==> src/rtl/sound_readout_pkg.sv <==
// Constants, register map and types for the two-wire register read-out port.
// Assumes one system clock; the host drives the link clock and data line.
package sound_readout_pkg;

  // ------------------------------------------------------------------
  // Widths and link constants
  // ------------------------------------------------------------------
  localparam int          BYTE_W         = 8;
  localparam int          SAMPLE_W       = 16;
  localparam int          GAIN_CODE_W    = 5;
  localparam int          GAIN_FACTOR_W  = 16;
  localparam int          GAIN_FRAC_BITS = 12;
  localparam logic [3:0]  BITS_PER_BYTE  = 4'h8;
  localparam logic        ACK_LEVEL      = 1'b0;
  localparam logic [6:0]  DEVICE_ADDR    = 7'h5A;  // Arbitrary default bus address

  // ------------------------------------------------------------------
  // Subaddresses
  // ------------------------------------------------------------------
  localparam logic [7:0] SUB_DEVICE_STATUS     = 8'h00;
  localparam logic [7:0] SUB_DIGITAL_STATUS    = 8'h01;
  localparam logic [7:0] SUB_ERROR_COUNT       = 8'h02;
  localparam logic [7:0] SUB_ADD_DATA_LOW      = 8'h03;
  localparam logic [7:0] SUB_ADD_DATA_HIGH     = 8'h04;
  localparam logic [7:0] SUB_LEVEL_HIGH        = 8'h05;
  localparam logic [7:0] SUB_LEVEL_LOW         = 8'h06;
  localparam logic [7:0] SUB_SIGNAL_LEVEL      = 8'h07;
  localparam logic [7:0] SUB_SERIAL_OUT_GAIN   = 8'h17;
  localparam logic [7:0] SUB_TEST_SECOND       = 8'hFC;
  localparam logic [7:0] SUB_TEST_FIRST        = 8'hFD;
  localparam logic [7:0] SUB_PART_IDENTITY     = 8'hFE;
  localparam logic [7:0] SUB_FIRMWARE_IDENTITY = 8'hFF;

  // ------------------------------------------------------------------
  // Reset and fixed read values
  // ------------------------------------------------------------------
  localparam logic [7:0] GAIN_RESET        = 8'h00;
  localparam logic [7:0] UNMAPPED_VALUE    = 8'hFF;
  localparam logic [7:0] DEVICE_STATUS_USE = 8'hFE;
  localparam logic [7:0] ADD_DATA_HIGH_USE = 8'hDF;
  localparam logic [7:0] SIGNAL_LEVEL_USE  = 8'h1F;
  localparam logic [7:0] PART_ID_DEFAULT   = 8'hA5;  // Arbitrary value
  localparam logic [7:0] FW_ID_DEFAULT     = 8'h3C;  // Arbitrary value

  // ------------------------------------------------------------------
  // Gain factors, unsigned with 12 fraction bits; index is the 5-bit code
  // ------------------------------------------------------------------
  localparam logic [15:0] GAIN_TABLE [0:31] = '{
    16'h1000, 16'h11F4, 16'h1425, 16'h169A, 16'h195C, 16'h1C74, 16'h1FED, 16'h23D2,
    16'h2831, 16'h2D18, 16'h3299, 16'h38C5, 16'h3FB2, 16'h4778, 16'h5031, 16'h59FA,
    16'h02D8, 16'h0331, 16'h0395, 16'h0405, 16'h0482, 16'h050F, 16'h05AD, 16'h065F,
    16'h0726, 16'h0805, 16'h08FF, 16'h0A18, 16'h0B54, 16'h0CB6, 16'h0E43, 16'h1000
  };

  // ------------------------------------------------------------------
  // Link state machine
  // ------------------------------------------------------------------
  typedef enum logic [3:0] {
    LINK_IDLE, LINK_ADDR, LINK_ADDR_ACK, LINK_SUB, LINK_SUB_ACK,
    LINK_WDATA, LINK_WDATA_ACK, LINK_RDATA, LINK_RACK, LINK_WAIT_STOP
  } link_state_t;

endpackage

==> src/rtl/line_events_if.sv <==
// Carrier for conditioned link events between the pin sampler and the port logic.
// Assumes all signals are on the system clock.
`timescale 1ns/1ns
interface line_events_if;
  logic scl_rise;
  logic scl_fall;
  logic sda_level;
  logic start_seen;
  logic stop_seen;

  modport sensor (output scl_rise, scl_fall, sda_level, start_seen, stop_seen);
  modport listener (input scl_rise, scl_fall, sda_level, start_seen, stop_seen);
endinterface

==> src/rtl/line_sampler.sv <==
// Samples the link clock and data pins and finds edges, START and STOP.
// Assumes the link clock is far slower than the system clock.
`timescale 1ns/1ns
module line_sampler (
  input  wire logic         clock_in,
  input  wire logic         rst_b_in,
  input  wire logic         scl_in,
  input  wire logic         sda_in,
  line_events_if.sensor     events
);
  logic scl_meta_reg;
  logic scl_sync_reg;
  logic scl_prev_reg;
  logic sda_meta_reg;
  logic sda_sync_reg;
  logic sda_prev_reg;

  // ------------------------------------------------------------------
  // Two-stage synchronisers, then one history stage
  // ------------------------------------------------------------------
  always_ff @(posedge clock_in or negedge rst_b_in) begin
    if (!rst_b_in) begin
      scl_meta_reg <= 1'b1;
      scl_sync_reg <= 1'b1;
      scl_prev_reg <= 1'b1;
      sda_meta_reg <= 1'b1;
      sda_sync_reg <= 1'b1;
      sda_prev_reg <= 1'b1;
    end else begin
      scl_meta_reg <= scl_in;
      scl_sync_reg <= scl_meta_reg;
      scl_prev_reg <= scl_sync_reg;
      sda_meta_reg <= sda_in;
      sda_sync_reg <= sda_meta_reg;
      sda_prev_reg <= sda_sync_reg;
    end
  end

  // ------------------------------------------------------------------
  // Events
  // ------------------------------------------------------------------
  assign events.scl_rise   = scl_sync_reg & ~scl_prev_reg;
  assign events.scl_fall   = ~scl_sync_reg & scl_prev_reg;
  assign events.sda_level  = sda_sync_reg;
  assign events.start_seen = scl_sync_reg & scl_prev_reg & sda_prev_reg & ~sda_sync_reg;
  assign events.stop_seen  = scl_sync_reg & scl_prev_reg & ~sda_prev_reg & sda_sync_reg;
endmodule

==> src/rtl/output_gain.sv <==
// Scales left and right samples by the programmed gain, saturating at full scale.
// Assumes samples arrive with a one-cycle valid strobe on the system clock.
`timescale 1ns/1ns
module output_gain #(
  parameter int SAMPLE_W = 16
) (
  input  wire logic                       clock_in,
  input  wire logic                       rst_b_in,
  input  wire logic [4:0]                 gain_code_in,
  input  wire logic                       sample_valid_in,
  input  wire logic signed [SAMPLE_W-1:0] left_sample_in,
  input  wire logic signed [SAMPLE_W-1:0] right_sample_in,
  output logic                            sample_valid_out,
  output logic signed [SAMPLE_W-1:0]      left_sample_out,
  output logic signed [SAMPLE_W-1:0]      right_sample_out
);
  import sound_readout_pkg::*;

  localparam int PROD_W = SAMPLE_W + GAIN_FACTOR_W + 1;

  // ------------------------------------------------------------------
  // Scale one sample and clamp to the sample range
  // ------------------------------------------------------------------
  function automatic logic signed [SAMPLE_W-1:0] scale(
    input logic signed [SAMPLE_W-1:0] sample,
    input logic [GAIN_FACTOR_W-1:0]   factor
  );
    logic signed [PROD_W-1:0] prod;
    logic signed [PROD_W-1:0] shifted;
    prod    = sample * $signed({1'b0, factor});
    shifted = prod >>> GAIN_FRAC_BITS;
    if (shifted[PROD_W-1:SAMPLE_W-1] == {(PROD_W-SAMPLE_W+1){shifted[PROD_W-1]}}) begin
      scale = shifted[SAMPLE_W-1:0];
    end else if (shifted[PROD_W-1]) begin
      scale = {1'b1, {(SAMPLE_W-1){1'b0}}};
    end else begin
      scale = {1'b0, {(SAMPLE_W-1){1'b1}}};
    end
  endfunction

  logic [GAIN_FACTOR_W-1:0] factor;

  assign factor = GAIN_TABLE[gain_code_in];

  always_ff @(posedge clock_in or negedge rst_b_in) begin
    if (!rst_b_in) begin
      sample_valid_out <= 1'b0;
      left_sample_out  <= '0;
      right_sample_out <= '0;
    end else begin
      sample_valid_out <= sample_valid_in;
      if (sample_valid_in) begin
        left_sample_out  <= scale(left_sample_in, factor);
        right_sample_out <= scale(right_sample_in, factor);
      end
    end
  end
endmodule

==> src/rtl/sound_readout_port.sv <==
// Two-wire slave port: register read-out with auto-increment, output gain register.
// Assumes the host is bus master and the status inputs are on the system clock.
`timescale 1ns/1ns
module sound_readout_port #(
  parameter logic [6:0] BUS_ADDR      = sound_readout_pkg::DEVICE_ADDR,
  parameter logic [7:0] PART_IDENTITY = sound_readout_pkg::PART_ID_DEFAULT,
  parameter logic [7:0] FW_IDENTITY   = sound_readout_pkg::FW_ID_DEFAULT
) (
  input  wire logic                                          clock_in,
  input  wire logic                                          rst_b_in,
  input  wire logic                                          scl_in,
  input  wire logic                                          sda_in,
  output logic                                               sda_out,
  output logic                                               sda_oe_b_out,
  input  wire logic [sound_readout_pkg::BYTE_W-1:0]          device_status_in,
  input  wire logic [sound_readout_pkg::BYTE_W-1:0]          digital_sound_status_in,
  input  wire logic [sound_readout_pkg::BYTE_W-1:0]          error_count_in,
  input  wire logic [sound_readout_pkg::BYTE_W-1:0]          additional_data_low_in,
  input  wire logic [sound_readout_pkg::BYTE_W-1:0]          additional_data_high_in,
  input  wire logic [sound_readout_pkg::BYTE_W-1:0]          level_readout_high_in,
  input  wire logic [sound_readout_pkg::BYTE_W-1:0]          level_readout_low_in,
  input  wire logic [sound_readout_pkg::BYTE_W-1:0]          input_signal_level_in,
  input  wire logic [sound_readout_pkg::BYTE_W-1:0]          test_second_in,
  input  wire logic [sound_readout_pkg::BYTE_W-1:0]          test_first_in,
  input  wire logic                                          sample_valid_in,
  input  wire logic signed [sound_readout_pkg::SAMPLE_W-1:0] left_sample_in,
  input  wire logic signed [sound_readout_pkg::SAMPLE_W-1:0] right_sample_in,
  output logic                                               sample_valid_out,
  output logic signed [sound_readout_pkg::SAMPLE_W-1:0]      left_sample_out,
  output logic signed [sound_readout_pkg::SAMPLE_W-1:0]      right_sample_out,
  output logic [sound_readout_pkg::BYTE_W-1:0]               serial_output_gain_out
);
  import sound_readout_pkg::*;

  // ------------------------------------------------------------------
  // State
  // ------------------------------------------------------------------
  link_state_t       state_reg;
  logic [3:0]        bit_cnt_reg;
  logic [BYTE_W-1:0] rx_shift_reg;
  logic [BYTE_W-1:0] tx_shift_reg;
  logic [BYTE_W-1:0] pointer_reg;
  logic [BYTE_W-1:0] gain_reg;
  logic              read_dir_reg;
  logic              master_ack_reg;
  logic              sda_release_reg;

  logic              rx_state;
  logic              rx_done;
  logic              addr_hit;
  logic              load_tx;
  logic [BYTE_W-1:0] read_value;

  line_events_if ev ();

  line_sampler u_line_sampler (
    .clock_in (clock_in),
    .rst_b_in (rst_b_in),
    .scl_in   (scl_in),
    .sda_in   (sda_in),
    .events   (ev.sensor)
  );

  // ------------------------------------------------------------------
  // Read map
  // ------------------------------------------------------------------
  function automatic logic [BYTE_W-1:0] read_byte(input logic [BYTE_W-1:0] sub);
    case (sub)
      SUB_DEVICE_STATUS:     read_byte = device_status_in & DEVICE_STATUS_USE;
      SUB_DIGITAL_STATUS:    read_byte = digital_sound_status_in;
      SUB_ERROR_COUNT:       read_byte = error_count_in;
      SUB_ADD_DATA_LOW:      read_byte = additional_data_low_in;
      SUB_ADD_DATA_HIGH:     read_byte = additional_data_high_in & ADD_DATA_HIGH_USE;
      SUB_LEVEL_HIGH:        read_byte = level_readout_high_in;
      SUB_LEVEL_LOW:         read_byte = level_readout_low_in;
      SUB_SIGNAL_LEVEL:      read_byte = input_signal_level_in & SIGNAL_LEVEL_USE;
      SUB_TEST_SECOND:       read_byte = test_second_in;
      SUB_TEST_FIRST:        read_byte = test_first_in;
      SUB_PART_IDENTITY:     read_byte = PART_IDENTITY;
      SUB_FIRMWARE_IDENTITY: read_byte = FW_IDENTITY;
      default:               read_byte = UNMAPPED_VALUE;
    endcase
  endfunction

  // ------------------------------------------------------------------
  // Decoded strobes
  // ------------------------------------------------------------------
  assign read_value = read_byte(pointer_reg);
  assign rx_state   = (state_reg == LINK_ADDR) || (state_reg == LINK_SUB)
                      || (state_reg == LINK_WDATA);
  assign rx_done    = rx_state && ev.scl_fall && (bit_cnt_reg == BITS_PER_BYTE);
  assign addr_hit   = (rx_shift_reg[7:1] == BUS_ADDR);
  assign load_tx    = ev.scl_fall && !ev.start_seen && !ev.stop_seen
                      && (((state_reg == LINK_ADDR_ACK) && read_dir_reg)
                          || ((state_reg == LINK_RACK) && master_ack_reg));

  // ------------------------------------------------------------------
  // Link sequencer
  // ------------------------------------------------------------------
  always_ff @(posedge clock_in or negedge rst_b_in) begin
    if (!rst_b_in) begin
      state_reg       <= LINK_IDLE;
      bit_cnt_reg     <= '0;
      rx_shift_reg    <= '0;
      read_dir_reg    <= 1'b0;
      master_ack_reg  <= 1'b0;
      sda_release_reg <= 1'b1;
    end else if (ev.start_seen) begin
      state_reg       <= LINK_ADDR;
      bit_cnt_reg     <= '0;
      sda_release_reg <= 1'b1;
    end else if (ev.stop_seen) begin
      state_reg       <= LINK_IDLE;
      bit_cnt_reg     <= '0;
      sda_release_reg <= 1'b1;
    end else begin
      case (state_reg)
        LINK_ADDR, LINK_SUB, LINK_WDATA: begin
          if (ev.scl_rise) begin
            rx_shift_reg <= {rx_shift_reg[BYTE_W-2:0], ev.sda_level};
            bit_cnt_reg  <= bit_cnt_reg + 4'h1;
          end else if (rx_done) begin
            bit_cnt_reg <= '0;
            if (state_reg == LINK_ADDR) begin
              if (addr_hit) begin
                read_dir_reg    <= rx_shift_reg[0];
                sda_release_reg <= ACK_LEVEL;
                state_reg       <= LINK_ADDR_ACK;
              end else begin
                state_reg <= LINK_WAIT_STOP;
              end
            end else begin
              sda_release_reg <= ACK_LEVEL;
              state_reg       <= (state_reg == LINK_SUB) ? LINK_SUB_ACK : LINK_WDATA_ACK;
            end
          end
        end
        LINK_ADDR_ACK: begin
          if (ev.scl_fall) begin
            if (read_dir_reg) begin
              sda_release_reg <= read_value[BYTE_W-1];
              state_reg       <= LINK_RDATA;
            end else begin
              sda_release_reg <= 1'b1;
              state_reg       <= LINK_SUB;
            end
          end
        end
        LINK_SUB_ACK, LINK_WDATA_ACK: begin
          if (ev.scl_fall) begin
            sda_release_reg <= 1'b1;
            state_reg       <= LINK_WDATA;
          end
        end
        LINK_RDATA: begin
          if (ev.scl_rise) begin
            bit_cnt_reg <= bit_cnt_reg + 4'h1;
          end else if (ev.scl_fall) begin
            if (bit_cnt_reg == BITS_PER_BYTE) begin
              bit_cnt_reg     <= '0;
              sda_release_reg <= 1'b1;
              state_reg       <= LINK_RACK;
            end else begin
              sda_release_reg <= tx_shift_reg[BYTE_W-2];
            end
          end
        end
        LINK_RACK: begin
          if (ev.scl_rise) begin
            master_ack_reg <= (ev.sda_level == ACK_LEVEL);
          end else if (ev.scl_fall) begin
            if (master_ack_reg) begin
              sda_release_reg <= read_value[BYTE_W-1];
              state_reg       <= LINK_RDATA;
            end else begin
              state_reg <= LINK_WAIT_STOP;
            end
          end
        end
        LINK_IDLE, LINK_WAIT_STOP: begin
          sda_release_reg <= 1'b1;
        end
        default: begin
          state_reg       <= LINK_IDLE;
          sda_release_reg <= 1'b1;
        end
      endcase
    end
  end

  // ------------------------------------------------------------------
  // Transmit shifter
  // ------------------------------------------------------------------
  always_ff @(posedge clock_in or negedge rst_b_in) begin
    if (!rst_b_in) begin
      tx_shift_reg <= UNMAPPED_VALUE;
    end else if (load_tx) begin
      tx_shift_reg <= read_value;
    end else if ((state_reg == LINK_RDATA) && ev.scl_fall && !ev.start_seen
                 && (bit_cnt_reg != BITS_PER_BYTE)) begin
      tx_shift_reg <= {tx_shift_reg[BYTE_W-2:0], 1'b1};
    end
  end

  // ------------------------------------------------------------------
  // Register pointer
  // ------------------------------------------------------------------
  always_ff @(posedge clock_in or negedge rst_b_in) begin
    if (!rst_b_in) begin
      pointer_reg <= '0;
    end else if (rx_done && (state_reg == LINK_SUB)) begin
      pointer_reg <= rx_shift_reg;
    end else if ((rx_done && (state_reg == LINK_WDATA)) || load_tx) begin
      pointer_reg <= pointer_reg + 8'h01;
    end
  end

  // ------------------------------------------------------------------
  // Output gain register
  // ------------------------------------------------------------------
  always_ff @(posedge clock_in or negedge rst_b_in) begin
    if (!rst_b_in) begin
      gain_reg <= GAIN_RESET;
    end else if (rx_done && (state_reg == LINK_WDATA)
                 && (pointer_reg == SUB_SERIAL_OUT_GAIN)) begin
      gain_reg <= rx_shift_reg;
    end
  end

  output_gain #(
    .SAMPLE_W (SAMPLE_W)
  ) u_output_gain (
    .clock_in         (clock_in),
    .rst_b_in         (rst_b_in),
    .gain_code_in     (gain_reg[GAIN_CODE_W-1:0]),
    .sample_valid_in  (sample_valid_in),
    .left_sample_in   (left_sample_in),
    .right_sample_in  (right_sample_in),
    .sample_valid_out (sample_valid_out),
    .left_sample_out  (left_sample_out),
    .right_sample_out (right_sample_out)
  );

  // ------------------------------------------------------------------
  // Pins and register view
  // ------------------------------------------------------------------
  assign sda_out                = ACK_LEVEL;
  assign sda_oe_b_out           = sda_release_reg;
  assign serial_output_gain_out = gain_reg;
endmodule

==> config.mk <==
export PLATFORM = sky130hd
export DESIGN_NAME = sound_readout_port
export DESIGN_NICKNAME = d
export VERILOG_FILES = /design/src/rtl/sound_readout_pkg.sv /design/src/rtl/line_events_if.sv /design/src/rtl/line_sampler.sv /design/src/rtl/output_gain.sv /design/src/rtl/sound_readout_port.sv
export SDC_FILE = /design/constraint.sdc
export NUM_CORES = 1
export LEC_CHECK = 0
export ABC_AREA = 1
export BUFFER_PORTS_ARGS = -buffer_cell sky130_fd_sc_hd__clkbuf_2
export CORE_MARGIN = 4
export CORE_UTILIZATION = 40
export DETAILED_ROUTE_END_ITERATION = 8
export HOLD_SLACK_MARGIN = 0.06
export PLACE_DENSITY = 0.58
export SYNTH_ARGS = -nofsm -noshare
export SYNTH_HDL_FRONTEND = slang
export SYNTH_HIERARCHICAL = 1
export SYNTH_SLANG_ARGS = --single-unit
==> constraint.sdc <==
create_clock -name clock_in -period 10.5 [get_ports clock_in]
set_input_delay 2.1 -clock clock_in [delete_from_list [all_inputs] [get_ports clock_in]]
set_output_delay 2.1 -clock clock_in [all_outputs]
set_load 0.02 [all_outputs]
### Yosys cells after proc, flatten, opt, wreduce, memory -nomap -nowiden

Memories as Yosys holds them, arrays and structs flattened.
Index checks and enable logic that the tools add are counted.

| operators by class | value |
|---|---|
| add/subtract/negate cells | 2 |
| multiply operators | 2 |
| $lt $le $gt $ge | 1 |
| equality and inequality tests | 41 |
| muxes and demuxes | 52 |
| bitwise logic cells | 15 |
| reduce and logical (&&, ||, !) cells | 33 |

Operators with widths:

| cell | number |
|---|---|
| 2-to-1 mux 16 bit | 6 |
| case mux 8 bit (12 select lines) | 1 |
| 2-to-1 mux 4 bit | 21 |
| multiplier 16 x 17 -> 33 bit | 2 |
| != test 4 bit, second input constant | 11 |
| == test 8 x 3 -> 1 bit, second input constant | 4 |
| == test 8 bit, second input constant | 4 |
| case mux 4 bit (6 select lines) | 1 |
| != test 5 bit, second input constant | 4 |
| AND reduction 10 bit | 2 |
| == test 4 x 3 -> 1 bit, second input constant | 4 |
| == test 8 x 2 -> 1 bit, second input constant | 2 |
| 2-to-1 mux 8 bit | 2 |
| 2-to-1 mux 1 bit | 15 |
| 2-to-1 mux 7 bit | 2 |
| logical AND 1 bit | 13 |
| == test 4 bit, second input constant | 3 |
| AND reduction 4 bit | 3 |
| == test 5 bit | 2 |
| adder 8 x 1 -> 8 bit, second input constant | 1 |
| == test 4 x 2 -> 1 bit, second input constant | 2 |
| == test 8 x 1 -> 1 bit, second input constant | 1 |
| == test 8 x 5 -> 1 bit, second input constant | 1 |
| logical NOT 8 bit | 1 |
| other kinds (20) | 38 |

| word-level totals | value |
|---|---|
| register bits | 81 |
| bits in read-only memories | 512 |
| logic and storage cells | 165 |
| memories kept | 1 |

Memory list:

| memory | depth | width | read ports | clocked after memory_dff | wr ports | RTL line | text |
|---|---|---|---|---|---|---|---|
| (name not given) | 32 | 16 | 1 | 0 | 0 | output_gain.sv:43 | `assign factor = GAIN_TABLE[gain_code_in];` |

### Depth between registers and ports, before layout

| depth | value |
|---|---|
| depth after elaboration | 10 |
| mapped depth | 45 |

### Hierarchy

Netlist, hierarchy kept.

By module, submodules not included:

| module | times used | cells an instance | area each (um^2) | seq. area each (um^2) |
|---|---|---|---|---|
| output_gain | 1 | 2,566 | 19,289.8 | 825.8 |
| sound_readout_port | 1 | 512 | 3,221.8 | 1,061.0 |
| line_sampler | 1 | 17 | 198.9 | 157.7 |

### Least setup slack after synthesis

Ideal clock, no wire load.

| path | value |
|---|---|
| path type | input-to-reg |
| start | input port right_sample_in[4] in the netlist's numbering |
| end | register u_output_gain.right_sample_out[10] |
| data arrival time | 7.628 ns |
| data required time | 10.383 ns |
| slack | 2.756 ns |
| cell stages on the path | 31 |
| buffers on the path | 2 |
| cell sequence | inv_1 clkbuf_1 nor2_1 fa_1 inv_1 fa_1 fa_1 inv_1 fa_1 fa_1 inv_1 fa_1 inv_1 ha_1 a21oi_1 o21ai_0 a21oi_1 nor2_1 a211oi_1 nand2_1 nand2_1 nand2_1 nand3_1 nand2_2 nor2_8 nand3_4 nand2_4 buf_8 nand2_1 nand2_1 nand2_1 |

| on the way | value |
|---|---|
| cells in the longest elaborated chain, start to end | 3 |
| elaborated cells between the ends (all ways) | 4 |
| those cells by class | mul (1); eq/ne (1); mux (2) |

RTL lines:

| what | RTL line | text |
|---|---|---|
| from (decl) | sound_readout_port.sv:27 | `input wire logic signed [sound_readout_pkg::SAMPLE_W-1:0] right_sample_in,` |
| multiplier 16 x 17 -> 33 bit * | output_gain.sv:30 | `prod = sample * $signed({1'b0, factor});` |
| == test 5 bit / 2-to-1 mux 16 bit (equally long branches) | output_gain.sv:32, output_gain.sv:34 |  |
| 2-to-1 mux 16 bit * | output_gain.sv:32 | `if (shifted[PROD_W-1:SAMPLE_W-1] == {(PROD_W-SAMPLE_W+1){shifted[PROD_W-1]}}) begin` |
| to (signal assigned) | output_gain.sv:54 | `right_sample_out <= scale(right_sample_in, factor);` |
| to (decl) | output_gain.sv:15 | `output logic signed [SAMPLE_W-1:0] right_sample_out` |

Every way passes the cells marked *; elsewhere a longest branch is shown, timed or not.
A chain may end at the register's enable or synchronous reset.

### Worst setup path after layout

| path | value |
|---|---|
| start | register gain_reg[1], in the netlist serial_output_gain_out[1] |
| end | register u_output_gain.left_sample_out[11] |

| on the way | value |
|---|---|
| cells in the longest elaborated chain, start to end | 7 |
| elaborated cells between the ends (all ways) | 8 |
| those cells by class | mul (1); eq/ne (1); mux (4); bitwise (1); memory (1) |

RTL lines:

| what | RTL line | text |
|---|---|---|
| from (decl) | sound_readout_port.sv:43 | `logic [BYTE_W-1:0] gain_reg;` |
| from (signal assigned) | sound_readout_port.sv:226 | `gain_reg <= rx_shift_reg;` |
| inverter 5 -> 6 bit (not written as such) * | output_gain.sv:43 |  |
| memory (32 x 16 bit) * | n/a |  |
| 2-to-1 mux 16 bit (not written as such) * (2 in a row) | output_gain.sv:43 |  |
| multiplier 16 x 17 -> 33 bit * | output_gain.sv:30 |  |
| == test 5 bit / 2-to-1 mux 16 bit (equally long branches) | output_gain.sv:32, output_gain.sv:34 |  |
| 2-to-1 mux 16 bit * | output_gain.sv:32 |  |
| to (signal assigned) | output_gain.sv:53 | `left_sample_out <= scale(left_sample_in, factor);` |
| to (decl) | output_gain.sv:14 | `output logic signed [SAMPLE_W-1:0] left_sample_out,` |

Every way passes the cells marked *; elsewhere a longest branch is shown, timed or not. The select of a mux whose other input is x is not followed.

==> results.py <==
metrics = {
    "grt": {
        "grt_pass1_vias": 20100,
        "grt_pass1_wl_mm": 108,
        "gr-total-overflow": 0,
        "grt_usage": 0.224,
        "grt_max_degree": 63,
        "grt_antenna_before_repair": 0,
    },
    "clock_network": {
        "cts_buffers": 9,
        "clk_root_buffer_cell": "clkbuf_16",
        "cts_hold_buf": 0,
        "clkSinkCount": 81,
        "cts_buffer_depth": 2,
        "postCtsSetupBuffers": 0,
        "cts_max_level": 3,
        "worstSkewPairLatency_ns": 0.35,
        "path_clk_slew_ns": 0.07,
        "cts_tree": "yes",
        "post_cts_resized": 0,
    },
    "placed_design": {
        "dp_worst_setup_slack_ns": 1.79,
        "place_inst": 3937,
        "gp_congestion": 0.933,
        "dp_hpwl_mm": 54.6,
        "placed_cell_area_sq_mm": 0.0242,
        "port_buffers": 153,
    },
    "detailed_routing": {
        "vias": 19800,
        "firstDrtPassIters": 6,
        "drtIter0Drc": 1326,
        "antenna_left": 0,
        "drc": 0,
        "avgRoutedWirePerCell_um": 16.7,
        "wl_mm": 66.1,
        "via_per_inst": 5.01,
    },
    "floorplan": {
        "die_h_um": 246,
        "core_sq_mm": 0.0563,
        "dieArea_sq_mm": 0.0607,
        "start_util": 0.404,
        "rows": 87,
        "die_w_um": 246,
        "io_pins": 160,
    },
    "synth": {
        "netlist_top_cells_count": "742 x nand2_1, 619 x inv_1, 402 x nor2_1, 358 x fa_1, 261 x ha_1",
        "synth-adder-area-share": 0.459,
        "synth_edf_count": 0,
        "synth_fp_nets": 3831,
        "synth.distinct_cells": 59,
        "synth_xor_area_frac": 0.0139,
        "yosysWarnings": 6,
        "yosys.area_share.simple": 0.251,
        "syn_inst": 3095,
        "synth_flop_cell": "dfrtp_1",
        "synth_top_area_share": 0.316,
        "synth-compound-area-share": 0.0600,
        "synth_top_cell_by_area": "fa_1",
        "synth.cell_area_sq_mm": 0.0227,
        "synthMuxAreaShare": 0.000496,
        "syn_avg_cell_area_sq_um": 7.34,
        "ys_ff_latch": 81,
        "synth-seq-area-share": 0.0900,
        "synth_top_family_by_area": "adder cells",
        "synthTopCellsByArea": "fa_1 32%, ha_1 14%, nand2_1 12%",
        "synth_most_common_cell": "nand2_1",
        "ys_async_sr_fraction": 1.00,
    },
    "critical_path": {
        "slowest_delay_ns": 0.63,
        "cp_max_fo": 21,
        "crit_path_start": "serial_output_gain_out[1]",
        "cp.required_ns": 10.73,
        "crit_top_cell": "nand2_1",
        "cp-start-kind": "flop",
        "timing.rr.start": "serial_output_gain_out[1]",
        "arrival_ns": 8.94,
        "critical_path.top_delay_family": "adder cells",
        "cp-end-kind": "flop",
        "critical_path_class": "flop to flop",
        "critPathSlowestCell": "dfrtp_1",
        "worst-path-buf-inv": 8,
    },
    "final_layout": {
        "num_antenna_cells": 0,
        "stdcell_count": 3953,
        "final_nets": 3928,
        "drive_gt1_frac": 0.0916,
        "largestRegisters": "u_output_gain/left_sample_out: 16 flops, u_output_gain/right_sample_out: 16 flops",
        "finish.instance_area_sq_mm": 0.0245,
        "area_delta_synth_final_pct": 7.94,
    },
    "timing": {
        "timing.final.hold_violations": 0,
        "tns_ns": 0,
        "period_minus_slack_ns": 8.71,
        "slew_headroom": 0.335,
        "rsz0062_at_grt": "no",
        "skew_ns": 0.00959,
        "setup_viol": 0,
        "tightestPinTransition_ns": 0.997,
        "fmax_ghz": 0.115,
        "fin_ws_ns": 1.79,
        "post-route-period-util": 0.829,
        "final_max_slew_viol_count": 0,
    },
    "outcome": {
        "status": "finished clean",
    },
    "run": {
        "cap_violations": 0,
    },
    "power": {
        "power_per_cell_area_mw_per_mm2": 56.0,
        "p_leak_nw": 13.4,
        "ir_drop_mv": 0.160,
        "total_power_mw": 1.37,
    },
    "hold_path": {
        "hp-start": "u_line_sampler/sda_meta_reg",
        "hp-class": "flop to flop",
    },
}
-- routing by layer --
layer / wire [um] / vias up / GRT usage
met5: 0 / - / 0
met4: 1530 / 0 / 0.0584
met3: 4010 / 75 / 0.0317
met2: 30700 / 550 / 0.366
met1: 29800 / 9620 / 0.313
li1: - / 9563 / -
-- cell families (layout without fill, tap and decap cells) --
kind of cell    Yosys count  after routing
buf+inv                 732            834
mux                       1              1
xor+xnor                 36             36
flops                    81             81
other cells               1              1
compound gates          245            245
fa+ha+maj               619            619
simple gates           1380           1380
-- power breakdown --
group	switching, mW	internal, mW	total (mW)
Clock	0.138	0.194	0.331
Combinational	0.436	0.211	0.647
Sequential	0.0361	0.358	0.394
Total	0.610	0.763	1.37
-- path summary, 6_finish.rpt --
check | end | slack, ns | cells after the start
worst max-delay path | u_output_gain/left_sample_out[11] | 1.79 | 37
worst min-delay path | u_line_sampler/events.sda_level | 0.35 | 0
worst max register to register | u_output_gain/left_sample_out[11] | 1.79 | 37
worst min register to register | u_line_sampler/events.sda_level | 0.35 | 0
max in group asynchronous | u_output_gain/left_sample_out[15] | 7.78 | 2
min in group asynchronous | u_output_gain/right_sample_out[0] | 1.62 | 1
-- metrics by stage --
step / hold slack, ns / util
global placement: 0.346 / 0.430
global route: 0.359 / 0.436
finish: 0.355 / 0.436
detailed placement: 0.347 / 0.430
floorplan: 0.345 / -
CTS: 0.356 / 0.436
-- cell usage in the layout, fill, tap and decap left out, drive strengths merged, types with 2 or more instances in the layout --
cell type	instances
o211ai	6
fa	358
xnor2	8
and3	3
dfstp	14
nand3	118
nor3	26
nand4	26
dfrtp	67
inv	633
o311ai	3
clkinvlp	2
a211oi	6
a21oi	104
o31ai	2
a31oi	8
nand2	776
nor2	419
ha	261
clkbuf	162
o21a	3
nor4	7
clkinv	5
xor2	28
o21bai	2
a21o	4
a22oi	3
o221ai	2
o21ai	98
and2	2
nor3b	2
buf	31
-- layout make-up --
type	count	area, sq um
Fill cell	5960	31800
Multi-Input combinational cell	2282	17800
Inverter	635	2390
Sequential cell	81	2040
Timing Repair Buffer	183	993
Tap cell	756	946
Clock buffer	10	239
Clock inverter	6	73.8
No activity file was read; power rests on OpenSTA's default activity.
